===== src/rsxw_pkg.sv =====
package rsxw_pkg;
	// ----------------------------------------
	// Opcode patterns
	// ----------------------------------------
	localparam logic [5:0]  OPC_ROTATE_RIGHT_HI = 6'h0C;
	localparam logic [5:0]  OPC_SUB_HI      = 6'h02;
	localparam logic [5:0]  OPC_SWAP_HI     = 6'h0E;
	localparam logic [5:0]  OPC_XOR_HI      = 6'h06;
	localparam logic [11:0] OPC_WDT_RESTART = 12'h004;
	localparam int          OPC_W           = 12;
	localparam int          DATA_W          = 8;
	localparam int          REG_SEL_W       = 5;
	localparam int          DEST_BIT        = 5;
	localparam int          NUM_REGS        = 32;
	// ----------------------------------------
	// APB register map (byte addresses)
	// ----------------------------------------
	localparam logic [11:0] ADDR_CTRL       = 12'h000;
	localparam logic [11:0] ADDR_INSTR      = 12'h004;
	localparam logic [11:0] ADDR_ACCUM      = 12'h008;
	localparam logic [11:0] ADDR_STATUS     = 12'h00C;
	localparam logic [11:0] ADDR_PC         = 12'h010;
	localparam logic [11:0] ADDR_FILE_BASE  = 12'h080;
	// STATUS field positions
	localparam int          ST_CARRY        = 0;
	localparam int          ST_ZERO         = 1;
	localparam int          ST_NCARRY       = 2;
	localparam int          ST_TIMEOUT      = 3;
	localparam int          ST_PWRDN        = 4;
	// CTRL field positions
	localparam int          CTRL_PRE_WDT    = 0;
	localparam int          CTRL_WDT_CLR    = 1;
	localparam int          CTRL_PRE_CLR    = 2;
	// Reset values
	localparam logic [7:0]  STATUS_RST      = 8'h18;
	localparam logic [7:0]  ACCUM_RST       = 8'h00;
	localparam logic [10:0] PC_RST          = 11'h000;
	// ----------------------------------------
	// Operation kinds
	// ----------------------------------------
	typedef enum logic [2:0] {
		RSXW_OP_NONE,
		RSXW_OP_ROTATE_RIGHT,
		RSXW_OP_WDT,
		RSXW_OP_SUB,
		RSXW_OP_SWAP,
		RSXW_OP_XOR
	} rsxw_op_t;
endpackage : rsxw_pkg


===== src/rsxw_decode.sv =====
`timescale 1ns/1ps
module rsxw_decode
	import rsxw_pkg::*;
(
	input  wire logic [OPC_W-1:0]     opcode,
	output rsxw_op_t                  op_kind,
	output logic      [REG_SEL_W-1:0] reg_sel,
	output logic                      dest_reg
);
	wire logic [5:0] hi = opcode[11:6];

	assign reg_sel  = opcode[REG_SEL_W-1:0];
	assign dest_reg = opcode[DEST_BIT];
	assign op_kind  = (opcode == OPC_WDT_RESTART) ? RSXW_OP_WDT :
	                  (hi == OPC_ROTATE_RIGHT_HI) ? RSXW_OP_ROTATE_RIGHT :
	                  (hi == OPC_SUB_HI)  ? RSXW_OP_SUB  :
	                  (hi == OPC_SWAP_HI) ? RSXW_OP_SWAP :
	                  (hi == OPC_XOR_HI)  ? RSXW_OP_XOR  :
	                  RSXW_OP_NONE;
endmodule : rsxw_decode


===== src/rsxw_alu.sv =====
`timescale 1ns/1ps
module rsxw_alu
	import rsxw_pkg::*;
(
	input  rsxw_op_t                op_kind,
	input  wire logic [DATA_W-1:0]  reg_val,
	input  wire logic [DATA_W-1:0]  accum,
	input  wire logic               carry_in,
	output logic      [DATA_W-1:0]  result,
	output logic                    carry_out,
	output logic                    zero_out
);
	wire logic [DATA_W:0] diff = {1'b0, reg_val} - {1'b0, accum};

	always_comb begin
		result    = reg_val;
		carry_out = carry_in;
		unique case (op_kind)
			RSXW_OP_ROTATE_RIGHT: begin
				result    = {carry_in, reg_val[DATA_W-1:1]};
				carry_out = reg_val[0];
			end
			RSXW_OP_SUB: begin
				result    = diff[DATA_W-1:0];
				carry_out = ~diff[DATA_W];                     // No borrow sets carry
			end
			RSXW_OP_SWAP: result = {reg_val[3:0], reg_val[7:4]};
			RSXW_OP_XOR:  result = reg_val ^ accum;
			RSXW_OP_WDT, RSXW_OP_NONE: result = reg_val;
		endcase
	end

	assign zero_out = (result == '0);
endmodule : rsxw_alu


===== src/rsxw_core.sv =====
// The address map and the APB register port were chosen for this implementation.
`timescale 1ns/1ps
module rsxw_core
	import rsxw_pkg::*;
(
	input  wire logic        mclk,
	input  wire logic        rst_n,
	input  wire logic        psel,
	input  wire logic        penable,
	input  wire logic        pwrite,
	input  wire logic [11:0] paddr,
	input  wire logic [31:0] pwdata,
	output logic      [31:0] prdata,
	output logic             pready,
	output logic             pslverr,
	output logic             wdt_clear,
	output logic             prescaler_clear
);
	// ----------------------------------------
	// State
	// ----------------------------------------
	logic [DATA_W-1:0] file_r [NUM_REGS];
	logic [DATA_W-1:0] accum_r;
	logic [7:0]        status_r;
	logic [10:0]       pc_r;
	logic              pre_wdt_r;
	logic              wdt_clr_r;
	logic              pre_clr_r;
	logic [31:0]       prdata_r;
	logic              pslverr_r;

	// ----------------------------------------
	// Decode helpers
	// ----------------------------------------
	function automatic logic word_hit(
		input logic [11:0] addr,
		input logic [11:0] base
	);
		return addr == base;
	endfunction : word_hit

	function automatic logic op_has_result(
		input rsxw_op_t kind
	);
		unique case (kind)
			RSXW_OP_ROTATE_RIGHT,
			RSXW_OP_SUB,
			RSXW_OP_SWAP,
			RSXW_OP_XOR: return 1'b1;
			default:     return 1'b0;
		endcase
	endfunction : op_has_result

	// ----------------------------------------
	// APB decode
	// ----------------------------------------
	wire logic        acc_phase  = psel & penable;
	wire logic        wr_en      = acc_phase & pwrite;
	wire logic        rd_en      = acc_phase & ~pwrite;
	wire logic        hit_ctrl   = word_hit(paddr, ADDR_CTRL);
	wire logic        hit_instr  = word_hit(paddr, ADDR_INSTR);
	wire logic        hit_accum  = word_hit(paddr, ADDR_ACCUM);
	wire logic        hit_status = word_hit(paddr, ADDR_STATUS);
	wire logic        hit_pc     = word_hit(paddr, ADDR_PC);
	wire logic        hit_file   = (paddr[11:7] == ADDR_FILE_BASE[11:7]) & (paddr[1:0] == 2'b00);
	wire logic [4:0]  file_idx   = paddr[6:2];
	wire logic        hit_any    = hit_ctrl | hit_instr | hit_accum | hit_status | hit_pc | hit_file;
	wire logic        exec       = wr_en & hit_instr;

	// ----------------------------------------
	// Decode and execute
	// ----------------------------------------
	rsxw_op_t          op_kind;
	logic [4:0]        reg_sel;
	logic              dest_reg;
	logic [DATA_W-1:0] alu_res;
	logic              alu_c;
	logic              alu_z;

	rsxw_decode u_dec (
		.opcode   (pwdata[OPC_W-1:0]),
		.op_kind  (op_kind),
		.reg_sel  (reg_sel),
		.dest_reg (dest_reg)
	);

	rsxw_alu u_alu (
		.op_kind   (op_kind),
		.reg_val   (file_r[reg_sel]),
		.accum     (accum_r),
		.carry_in  (status_r[ST_CARRY]),
		.result    (alu_res),
		.carry_out (alu_c),
		.zero_out  (alu_z)
	);

	wire logic is_alu   = op_has_result(op_kind);
	wire logic wr_acc   = exec & is_alu & ~dest_reg;
	wire logic wr_file  = exec & is_alu & dest_reg;
	wire logic is_wdt   = exec & (op_kind == RSXW_OP_WDT);

	// Status update per instruction
	logic [7:0] status_nxt;
	always_comb begin
		status_nxt = status_r;
		if (exec) begin
			unique case (op_kind)
				RSXW_OP_ROTATE_RIGHT: begin
					status_nxt[ST_CARRY] = alu_c;
				end
				RSXW_OP_SUB: begin
					status_nxt[ST_CARRY]  = alu_c;
					status_nxt[ST_NCARRY] = ~alu_c;
					status_nxt[ST_ZERO]   = alu_z;
				end
				RSXW_OP_XOR: begin
					status_nxt[ST_ZERO] = alu_z;
				end
				RSXW_OP_WDT: begin
					status_nxt[ST_TIMEOUT] = 1'b1;
					status_nxt[ST_PWRDN]   = 1'b1;
				end
				RSXW_OP_SWAP,
				RSXW_OP_NONE: begin
					status_nxt = status_r;
				end
			endcase
		end else if (wr_en & hit_status) begin
			status_nxt = pwdata[7:0];
		end
	end

	// ----------------------------------------
	// Next values
	// ----------------------------------------
	logic [DATA_W-1:0]   accum_nxt;
	logic [10:0]         pc_nxt;
	logic [NUM_REGS-1:0] file_we;
	logic [DATA_W-1:0]   file_nxt;
	logic                pre_wdt_nxt;
	logic                wdt_clr_nxt;
	logic                pre_clr_nxt;
	logic [31:0]         prdata_nxt;
	logic                pslverr_nxt;
	logic [31:0]         rd_mux;

	// ----------------------------------------
	// Execution qualifiers
	// ----------------------------------------
	// Undecoded opcodes leave the program counter alone
	wire logic setup_ph   = psel & ~penable;
	wire logic exec_known = exec & (op_has_result(op_kind) | (op_kind == RSXW_OP_WDT));

	// ----------------------------------------
	// Accumulator
	// ----------------------------------------
	always_comb begin
		accum_nxt = accum_r;
		if (wr_acc) begin
			accum_nxt = alu_res;
		end else if (wr_en & hit_accum) begin
			accum_nxt = pwdata[DATA_W-1:0];
		end
	end

	always_ff @(posedge mclk or negedge rst_n) begin
		if (!rst_n) begin
			accum_r <= ACCUM_RST;
		end else begin
			accum_r <= accum_nxt;
		end
	end

	// ----------------------------------------
	// Status
	// ----------------------------------------
	always_ff @(posedge mclk or negedge rst_n) begin
		if (!rst_n) begin
			status_r <= STATUS_RST;
		end else begin
			status_r <= status_nxt;
		end
	end

	// ----------------------------------------
	// Program counter
	// ----------------------------------------
	always_comb begin
		pc_nxt = pc_r;
		if (exec_known) begin
			pc_nxt = pc_r + 11'h001;
		end else if (wr_en & hit_pc) begin
			pc_nxt = pwdata[10:0];
		end
	end

	always_ff @(posedge mclk or negedge rst_n) begin
		if (!rst_n) begin
			pc_r <= PC_RST;
		end else begin
			pc_r <= pc_nxt;
		end
	end

	// ----------------------------------------
	// File registers
	// ----------------------------------------
	genvar gi;
	generate
		for (gi = 0; gi < NUM_REGS; gi++) begin : g_file_we
			assign file_we[gi] = (wr_file & (reg_sel == 5'(gi))) |
			                     (wr_en & hit_file & (file_idx == 5'(gi)));
		end
	endgenerate

	assign file_nxt = wr_file ? alu_res : pwdata[DATA_W-1:0];

	generate
		for (gi = 0; gi < NUM_REGS; gi++) begin : g_file
			always_ff @(posedge mclk or negedge rst_n) begin
				if (!rst_n) begin
					file_r[gi] <= '0;
				end else if (file_we[gi]) begin
					file_r[gi] <= file_nxt;
				end
			end
		end
	endgenerate

	// ----------------------------------------
	// Watchdog and prescaler clear pulses
	// ----------------------------------------
	// One cycle after the restart executes
	assign wdt_clr_nxt = is_wdt;
	assign pre_clr_nxt = is_wdt & pre_wdt_r;
	assign pre_wdt_nxt = (wr_en & hit_ctrl) ? pwdata[CTRL_PRE_WDT] : pre_wdt_r;

	always_ff @(posedge mclk or negedge rst_n) begin
		if (!rst_n) begin
			pre_wdt_r <= 1'b0;
			wdt_clr_r <= 1'b0;
			pre_clr_r <= 1'b0;
		end else begin
			pre_wdt_r <= pre_wdt_nxt;
			wdt_clr_r <= wdt_clr_nxt;
			pre_clr_r <= pre_clr_nxt;
		end
	end

	assign wdt_clear       = wdt_clr_r;
	assign prescaler_clear = pre_clr_r;

	// ----------------------------------------
	// Read path
	// ----------------------------------------
	// Instruction register reads back zero
	always_comb begin
		rd_mux = 32'h0000_0000;
		if (hit_ctrl) begin
			rd_mux = {29'h0, pre_clr_r, wdt_clr_r, pre_wdt_r};
		end else if (hit_accum) begin
			rd_mux = {24'h0, accum_r};
		end else if (hit_status) begin
			rd_mux = {24'h0, status_r};
		end else if (hit_pc) begin
			rd_mux = {21'h0, pc_r};
		end else if (hit_file) begin
			rd_mux = {24'h0, file_r[file_idx]};
		end
	end

	assign prdata_nxt  = pwrite ? 32'h0000_0000 : rd_mux;
	assign pslverr_nxt = ~hit_any;

	always_ff @(posedge mclk or negedge rst_n) begin
		if (!rst_n) begin
			prdata_r  <= 32'h0000_0000;
			pslverr_r <= 1'b0;
		end else if (setup_ph) begin
			prdata_r  <= prdata_nxt;
			pslverr_r <= pslverr_nxt;
		end
	end

	// ----------------------------------------
	// Bus outputs
	// ----------------------------------------
	assign prdata  = rd_en ? prdata_r : 32'h0000_0000;
	assign pready  = 1'b1;
	assign pslverr = acc_phase & pslverr_r;
endmodule : rsxw_core


===== config.mk =====
export PLATFORM = sky130hd
export DESIGN_NAME = rsxw_core
export DESIGN_NICKNAME = d
export VERILOG_FILES = /design/src/rsxw_pkg.sv /design/src/rsxw_decode.sv /design/src/rsxw_alu.sv /design/src/rsxw_core.sv
export SDC_FILE = /design/constraint.sdc
export NUM_CORES = 1
export LEC_CHECK = 0
export BUFFER_PORTS_ARGS = -buffer_cell sky130_fd_sc_hd__buf_2
export CORE_UTILIZATION = 60
export DETAILED_ROUTE_END_ITERATION = 10
export HOLD_SLACK_MARGIN = 0.06
export PLACE_DENSITY = 0.79
export SYNTH_ARGS = -nofsm -noshare
export SYNTH_HDL_FRONTEND = slang
export SYNTH_SLANG_ARGS = --single-unit
export TNS_END_PERCENT = 1

===== constraint.sdc =====
create_clock -name mclk -period 4.6 [get_ports mclk]
set_clock_uncertainty 0.1 [all_clocks]
set_input_delay 0.46 -clock mclk [delete_from_list [all_inputs] [get_ports mclk]]
set_output_delay 0.46 -clock mclk [all_outputs]
set_load 0.1 [all_outputs]

== Word level (Yosys, flattened, before mapping) ==
Index checks and enable logic that the tools add are counted.
Widths: inputs -> output; s select.

* Logic and storage cells: 309
* Flip-flop bits (word level): 319
* Output and inout port bits: 36

* Equality and inequality tests: 81
* Reduce and logical (&&, ||, !) cells: 18
* Multiplexer cells: 32
* Add/subtract/negate cells: 2
* Order comparisons: 2
* Bitwise logic cells: 130

{| class="wikitable"
|+ Operators by type and width
! operator !! number
|-
| $eq 5x5->1 const B || 32
|-
| $and 1x1->1 || 82
|-
| $bmux 8 s5 || 2
|-
| $eq 5x4->1 const B || 16
|-
| $mux 11 || 6
|-
| $mux 32 || 2
|-
| $mux 8 || 8
|-
| $eq 5x3->1 const B || 8
|-
| $pmux 8 s5 || 1
|-
| $or 1x1->1 || 38
|-
| $eq 12x3->1 const B || 2
|-
| $eq 12x4->1 const B || 2
|-
| $eq 5x2->1 const B || 4
|-
| $eq 5x1->1 const B || 3
|-
| $mux 3 || 5
|-
| $eq 12x5->1 const B || 1
|-
| $eq 6x4->1 const B || 2
|-
| $ge 6x6->1 const B || 2
|-
| $logic_not 12->1 || 1
|-
| $not 5->6 || 2
|-
| $add 11x1->11 const B || 1
|-
| $logic_not 5->1 || 2
|-
| $mux 5 || 2
|-
| $reduce_and 2->1 || 5
|-
| other kinds (19) || 36
|}

== Logic depth before layout (Yosys ltp) ==
Gate-level depths: netlist (run 1).

* Word-level depth: 13
* Gate-level depth with buffers: 19
* Gate-level depth less buffers: 15

== By module ==
A second synthesis (run 1) with hierarchy kept.

* Cells, all modules: 1382
* Area, all modules: 18193.7 sq um

{| class="wikitable"
|+ Modules (own cells, without submodules)
! module !! times used !! area an instance (sq um) !! cells each
|-
| rsxw_core || 1 || 17222.8 || 1246
|-
| rsxw_alu || 1 || 864.6 || 120
|-
| rsxw_decode || 1 || 106.4 || 16
|}

== Worst setup path after synthesis (run 1) ==
No wires, ideal clock.

* Kind: input to register
* Start: input port pwdata[0]
* End: register file_r[110] (netlist bit)
* Path buffers: 2
* Cell stages on the path: 17
* Setup slack: 387 ps
* Setup time: 127 ps
* Arrival time: 3986 ps
* Cell sequence: buf_6 -> mux4_2 -> a22o_1 -> a211oi_1 -> a311o_1 -> ha_1 -> inv_1 -> fa_1 -> a21o_1 -> a21o_1 -> a311oi_1 -> xor2_1 -> o22ai_1 -> o22ai_1 -> o21bai_1 -> clkbuf_1 -> mux2_1

* Longest elaborated chain between the ends: 9

{| class="wikitable"
|+ Ends and longest elaborated chain
! what !! line !! source
|-
| start, declared || rsxw_core.sv:12 || <nowiki>input wire logic [31:0] pwdata,</nowiki>
|-
| branches (longest 9 deep; another with $sub 8x8->9) || - ||
|-
| end signal, assigned by index || rsxw_core.sv:224 || <nowiki>file_r[gi] <= file_nxt;</nowiki>
|-
| end, declared || rsxw_core.sv:22 || <nowiki>logic [DATA_W-1:0] file_r [NUM_REGS];</nowiki>
|}

Parallel ways; which one is timed is not known. The select of a mux whose other input is x is not followed.
A chain may end at the register's enable or synchronous reset.

== Final worst setup path (run 1) ==
* Start: register file_r[64] (netlist bit)
* End: register file_r[110] (netlist bit)

* Longest elaborated chain between the ends: 6

{| class="wikitable"
|+ Ends and longest elaborated chain
! what !! line !! source
|-
| $bmux 8 s5 || rsxw_core.sv:89 || <nowiki>.reg_val (file_r[reg_sel]),</nowiki>
|-
| $mux 8 (not written as such) (2 in series) || rsxw_core.sv:89 ||
|-
| $sub 8x8->9 || rsxw_alu.sv:13 || <nowiki>wire logic [DATA_W:0] diff = {1'b0, reg_val} - {1'b0, accum};</nowiki>
|-
| $pmux 8 s5 || rsxw_alu.sv:18 || <nowiki>unique case (op_kind)</nowiki>
|-
| $mux 8 || rsxw_core.sv:216 || <nowiki>assign file_nxt = wr_file ? alu_res : pwdata[DATA_W-1:0];</nowiki>
|}

No other way between the ends. The select of a mux whose other input is x is not followed.

==> results.cfg, run 1 <==
[sta]
hold_violations = 0
tns_ns = 0
slew_violations = 0
rsz0062_at_grt = false
final-setup-viol-count = 0
slew_headroom_pct = 30.0
period_share_pct = 94.8
finalCriticalPeriod_ns = 4.36
clock.fmax_mhz = 229
tightest_slew_ns = 1.05

[routing]
firstDrtPassIters = 6
vias = 12900
routed_wirelength_um = 49600
ant_nets = 0
drc = 0
wl_per_cell_um = 26.9
vias_per_cell = 6.98
drtIter0Drc = 1492

[synthesis]
synth_ff_type = dfrtp_1
yosys_warnings = 0
synth_edf_count = 0
synth_seq_area_share_pct = 42.6
syn_area_mm2 = 0.0175
synthCells = 1375
synthDistinctLibCells = 80
syn_area_per_cell_um2 = 12.7
async_flop_share_pct = 100
ys_ff_latch = 298

[hold_path]
holdPathStages = 3
min_delay_worst_endpoint = pc_r[5]
hold_path_class = primary input to flip-flop
min_from = pwdata[5]

[placed_design]
dp_hpwl_um = 33000
globalplace.congestion = 0.946
dpl_cell_area_mm2 = 0.0184
io_buffers = 42
place_inst = 1784

[power_and_ir_drop]
swShare_pct = 24.9
power_density_mw_per_mm2 = 298
p_leak_nw = 9.23
p_switching_mw = 1.45
power_frac_seq_pct = 45.1
ir_drop_mv = 0.268
pwr-share-comb_pct = 9.6
pwr-share-clk_pct = 45.3
p_total_mw = 5.83
p_int_mw = 4.38

[grt]
top_usage_layer = met2
met2_usage_pct = 53.3
gr-usage-met1_pct = 45.3
met3_usage_pct = 6.09
grt_max_degree = 127
antenna_found_initial = 0
grt_pass1_vias = 13100
overflow = 0
grt_pass1_wl_um = 77000
grt_usage_pct = 33.7

[critical_path]
r2r_start = file_r[64]
crit_path_end_kind = flip-flop
crit_arrival_ns = 4.71
start_kind = flip-flop
critPathRequiredTime_ns = 4.95
r2r_setup_slack_ns = 0.24
cp_max_fo = 32
rr_worst_depth = 16
r2r-end = file_r[110]
path_class = flip-flop to flip-flop

[cts]
clkTransAtPathRegs_ns = 0.06
cts_buffer_depth = 3
cts_htree_levels = 1
ctsRootBufferMaster = clkbuf_16
cts_inserted_buffers = 31
cts_tree = done
cts.sinks = 298
worst_skew_pair.late_latency_ns = 0.57

[floorplan]
coreArea_mm2 = 0.0287
die-area_mm2 = 0.0299
row_count = 62
die_height_um = 173
initial_core_util_pct = 61.0
io_pins = 85
die_w_um = 173

[layout]
diodes = 0
final_cells = 1843
syn_to_final_growth_pct = 11.5
nets = 1495
stdcell_area_mm2 = 0.0195
drive_above_1_share_pct = 39.3

[run_status]
status = completed

[job]
max_cap_viol_count = 0
==> kinds of logic after synthesis <==
family	count (synthesis)	synth area share, %
muxes	415	34.8
adders and majority gates	11	0.829
AOI/OAI and AO/OA	212	9.26
other	2	0.0429
DFF	298	42.6
buffers and inverters	175	4.93
xor gates and xnor gates	3	0.150
and+or+nand+nor	259	7.41
==> metrics by stage <==
step	utilization (%)	hold WS [ns]	setup WS, ns
after floorplan	-	0.0644	0.387
after global placement	64.2	0.351	-0.153
after detailed placement	64.2	0.364	-0.248
after CTS	68.0	0.132	0.0631
after global routing	68.0	0.154	0.0531
final	68.0	0.160	0.240
==> cell usage in the layout, fill, tap and decap left out, drive strengths merged, types with 9 or more instances in the layout <==
cell,n
nand2b,11
nor2b,15
nand2,84
a31oi,12
a22o,9
inv,49
a221oi,9
and3,12
dfrtp,296
and2,23
clkbuf,45
nand3,25
a21oi,16
o31ai,22
mux2i,56
o22ai,18
mux2,228
a32oi,16
mux4,131
conb,22
nor2,42
ha,10
a22oi,29
buf,132
nor3,17
o21ai,32
==> flip-flops by register name (all words and copies together), names as in the netlist <==
| name | flops |
|---|---|
| accum_r | 8 |
| pre_wdt_r | 1 |
| wdt_clear | 1 |
| pslverr_r | 1 |
| file_r | 256 |
| pc_r | 11 |
| status_r | 8 |
| prescaler_clear | 1 |
| prdata_r | 11 |
==> final cells by class <==
cell class                 instances  area (um^2)
clock buffer                      45          908
clock inverter                    12          173
fill                            2019         9180
inverter                          49          184
multi-input combinational        922         9300
sequential                       298         7460
tap                              384          480
timing repair buffer             133         1030
==> synthesized netlist by cell type, types with 4 or more instances <==
master | number | area, um^2
a31o_2 | 4 | 35.0
buf_6 | 7 | 78.8
nand4_1 | 7 | 43.8
inv_1 | 48 | 180
nor2_1 | 40 | 150
a32oi_2 | 6 | 97.6
a22oi_2 | 6 | 75.1
nor2b_1 | 15 | 93.8
a21o_1 | 5 | 37.5
and3_1 | 12 | 75.1
a221oi_1 | 9 | 78.8
a22o_1 | 9 | 78.8
o221ai_1 | 6 | 52.6
nor3_1 | 16 | 80.1
a32oi_1 | 10 | 87.6
nand3_1 | 25 | 125
nand2b_1 | 11 | 68.8
mux2_2 | 222 | 2500
mux4_2 | 129 | 2910
and2_1 | 22 | 138
buf_1 | 9 | 33.8
o31ai_1 | 22 | 165
o21ai_1 | 5 | 25.0
clkbuf_1 | 45 | 169
a21oi_1 | 16 | 80.1
o22ai_1 | 16 | 100
mux2_1 | 5 | 56.3
o22a_1 | 4 | 35.0
dfrtp_1 | 296 | 7410
o211ai_1 | 5 | 37.5
buf_4 | 23 | 173
buf_2 | 41 | 205
o21ai_0 | 27 | 135
ha_1 | 10 | 125
nand2_1 | 84 | 315
mux2i_1 | 56 | 561
a31oi_1 | 12 | 75.1
a22oi_1 | 23 | 173
==> layer usage <==
layer | up-vias | part of all wire (%)
met4 | 0 | 5.5
met1 | 6624 | 39
met2 | 704 | 47
met3 | 177 | 8.8
li1 | 5366 | -
met5 | - | 0
==> how the worst max path moves through the flow <==
stage                     start           to  slack, ns  cells past startpoint
floorplan             pwdata[0]  file_r[110]       0.39                     17
global placement      pwdata[0]  file_r[110]      -0.15                     17
detailed placement    pwdata[0]  file_r[117]      -0.25                     15
CTS                 file_r[240]  file_r[110]       0.06                     16
global route        file_r[240]  file_r[110]       0.05                     16
finish               file_r[64]  file_r[110]       0.24                     16
==> critical path: stages (launching register included) <==
cell and delay (ns):
dfrtp_1 0.40, mux4_2 0.48, a22o_1 0.25, a211oi_1 0.29, a311o_2 0.24, ha_1 0.16
inv_1 0.06, fa_1 0.43, a21o_1 0.19, a21o_1 0.20, a311oi_1 0.35, xor2_1 0.22
o22ai_1 0.11, o22ai_2 0.16, o21bai_2 0.10, buf_12 0.17, mux2_1 0.31
==> repair_timing <==
item,CTS,global route
endpoints found under the hold margin,121,0
setup buffers,0,1
hold buffers,1,0
gates resized for setup,0,4
setup endpoints to repair,0,33
==> power groups by stage <==
| stage | Combinational [mW] | Clock [mW] | Sequential (mW) |
|---|---|---|---|
| after floorplan | 0.354 | 0 | 2.68 |
| after global placement | 0.541 | 0 | 2.68 |
| after detailed placement | 0.546 | 0 | 2.68 |
| after CTS | 0.550 | 2.66 | 2.63 |
| after global routing | 0.589 | 2.75 | 2.63 |
| final | 0.558 | 2.64 | 2.63 |
(Power assumes the default switching activity.)
==> inputs of run 2 (changes only) <==
RECOVER_POWER = 100   (was unset)
clock period = 5.3 ns   (was 4.6 ns; I/O delays follow)
==> run 2 against run 1 <==
Compared with the run above: the flow now finishes with violations (capacitance limit, slew limit); clock power is 22% lower; routed wire length shrank 1.9%; largest cell class unchanged; sequential share of layout area increased by 1.4 points; flip-flop and latch count unchanged; cell area decreased by 3.6%; critical endpoint is now file_r[78]; combinational power shrank 20%; via count fell by 1.3%; setup slack better by 0.18 ns; register-to-register slack better by 0.18 ns; sequential power shrank 13%; non-clock buffer count is 39 lower; die area stayed put.
==> results.cfg, run 2 (synthesized netlist as in run 1, its figures left out) <==
[run_status]
status = finished, violations left
violations = capacitance limit, slew limit

[critical_path]
start_kind = flip-flop
crit_end = file_r[78]
cp-startpoint = file_r[248]
cpMaxStageDelayCell = a2111oi_0
rr_worst_depth = 16
slowest_delay_ns = 0.53
r2r_setup_slack_ns = 0.42
cp_max_fo = 32
crit_path_end_kind = flip-flop
path_cells = mux4_1 -> nor2b_1 -> a2111oi_0 -> a311o_1 -> ha_1 -> inv_1 -> fa_1 -> a21o_1 -> a21o_1 -> a311oi_1 -> xor2_1 -> o22ai_1 -> o22ai_1 -> o21bai_2 -> clkbuf_4 -> mux2_1
path_class = flip-flop to flip-flop
r2r_start = file_r[248]
critPathRequiredTime_ns = 5.64
crit_arrival_ns = 5.22
r2r-end = file_r[78]

[sta]
setup_ws_ns = 0.421
slew_headroom_pct = -121
period_share_pct = 92.0
fin_hold_ws_ns = 0.227
hold_violations = 0
final-setup-viol-count = 0
rsz0062_at_grt = false
tns_ns = 0
slew_violations = 217
clock.fmax_mhz = 205
finalCriticalPeriod_ns = 4.88
tightest_slew_ns = 3.31

[power_and_ir_drop]
pwr-share-clk_pct = 43.1
ir_drop_mv = 0.245
p_int_mw = 3.57
p_switching_mw = 1.22
power_frac_seq_pct = 47.6
power_density_mw_per_mm2 = 255
pwr-share-comb_pct = 9.3
p_leak_nw = 8.78
swShare_pct = 25.5

[layout]
register_area_mm2 = 0.00746
final_common_cell = dfrtp_1
syn_to_final_growth_pct = 7.52
multi_input_area_mm2 = 0.00917
drive_above_1_share_pct = 33.2
fillerInstances = 2063
largest_register = file_r
stdcell_area_mm2 = 0.0188
mostFrequentLayoutCells = dfrtp_1 (296), mux2_2 (220), mux4_2 (129)
reg_top3 = file_r (256), pc_r (11), prdata_r (11)
final_cells = 1801
diodes = 0
nets = 1456
largest_reg_flops = 256

[routing]
routed_wirelength_um = 48700
wl_per_cell_um = 27.0
ant_nets = 0
drtIter0Drc = 1398
firstDrtPassIters = 7
drc = 0
vias = 12700
vias_per_cell = 7.05

[floorplan]
die_height_um = 173
initial_core_util_pct = 61.0
die-area_mm2 = 0.0299
die_w_um = 173
row_count = 62
io_pins = 85
coreArea_mm2 = 0.0287

[placed_design]
io_buffers = 42
globalplace.congestion = 0.933
dpl_cell_area_mm2 = 0.0181
dp_hpwl_um = 31800
pre_cts_ws_ns = 0.244
place_inst = 1746

[hold_path]
hold_path_class = primary input to flip-flop

[cts]
cts_htree_levels = 1
worst_skew_pair.late_latency_ns = 0.56
cts_tree = done
postCtsResizedCells = 0
cts_buffer_depth = 3
clkTransAtPathRegs_ns = 0.06
ctsRootBufferMaster = clkbuf_16
cts_inserted_buffers = 31
cts.sinks = 298

[grt]
grt_usage_pct = 33.4
antenna_found_initial = 2
grt_pass1_vias = 13100
overflow = 0
grt_pass1_wl_um = 76600
grt_max_degree = 132

[job]
max_cap_viol_count = 3
run 2: layout make-up:
cell class,count,area share [%]
Multi-Input combinational cell,922,48.7
Sequential cell,298,39.6
Clock buffer,46,4.84
Timing Repair Buffer,94,3.04
Tap cell,384,2.55
Inverter,49,0.977
Clock inverter,8,0.246
run 2: layer usage:
layer | vias to the layer above | track usage (%) | share of wire (%)
met5 | - | 0 | 0.035
met4 | 2 | 17.3 | 5.7
met3 | 192 | 8.07 | 10
met2 | 761 | 53.2 | 47
met1 | 6485 | 42.9 | 37
li1 | 5266 | - | -
run 2: what timing repair did:
item,4_1_cts,5_1_grt
buffers inserted,0,0
hold buffers,1,0
setup endpoints to repair,0,0
hold endpoints to repair,43,0
run 2: how the worst min path moves through the flow:
stage | depth (start not counted) | endpoint | startpoint | slack [ns]
detailed placement | 2 | prdata_r[9] | prdata_r[9] | 0.36
global route | 3 | pc_r[5] | pwdata[5] | 0.22
floorplan | 0 | accum_r[0] | rst_n | 0.13
global placement | 2 | prdata_r[5] | prdata_r[5] | 0.35
finish | 3 | pc_r[5] | pwdata[5] | 0.23
CTS | 3 | pc_r[5] | pwdata[5] | 0.22
run 2: stage by stage:
step,util [%],power [mW]
floorplan,-,2.63
global placement,63.1,2.77
detailed placement,63.1,2.77
CTS,66.4,4.82
global route,65.6,4.93
finish,65.6,4.79
run 2: power by group through the flow:
stage	clock, mW	combinational (mW)	sequential [mW]
floorplan	0	0.307	2.32
global placement	0	0.444	2.32
detailed placement	0	0.447	2.32
CTS	2.09	0.449	2.28
global route	2.18	0.470	2.28
finish	2.06	0.446	2.28
run 2: critical path: cells and delay by family, from the launching register on:
| kind | cells | cell delay, ns |
|---|---|---|
| mux | 2 | 0.83 |
| fa+ha+maj | 2 | 0.63 |
| simple gates | 1 | 0.14 |
| buf+inv | 2 | 0.36 |
| flops | 1 | 0.41 |
| compound gates | 8 | 2.09 |
| xor+xnor | 1 | 0.19 |
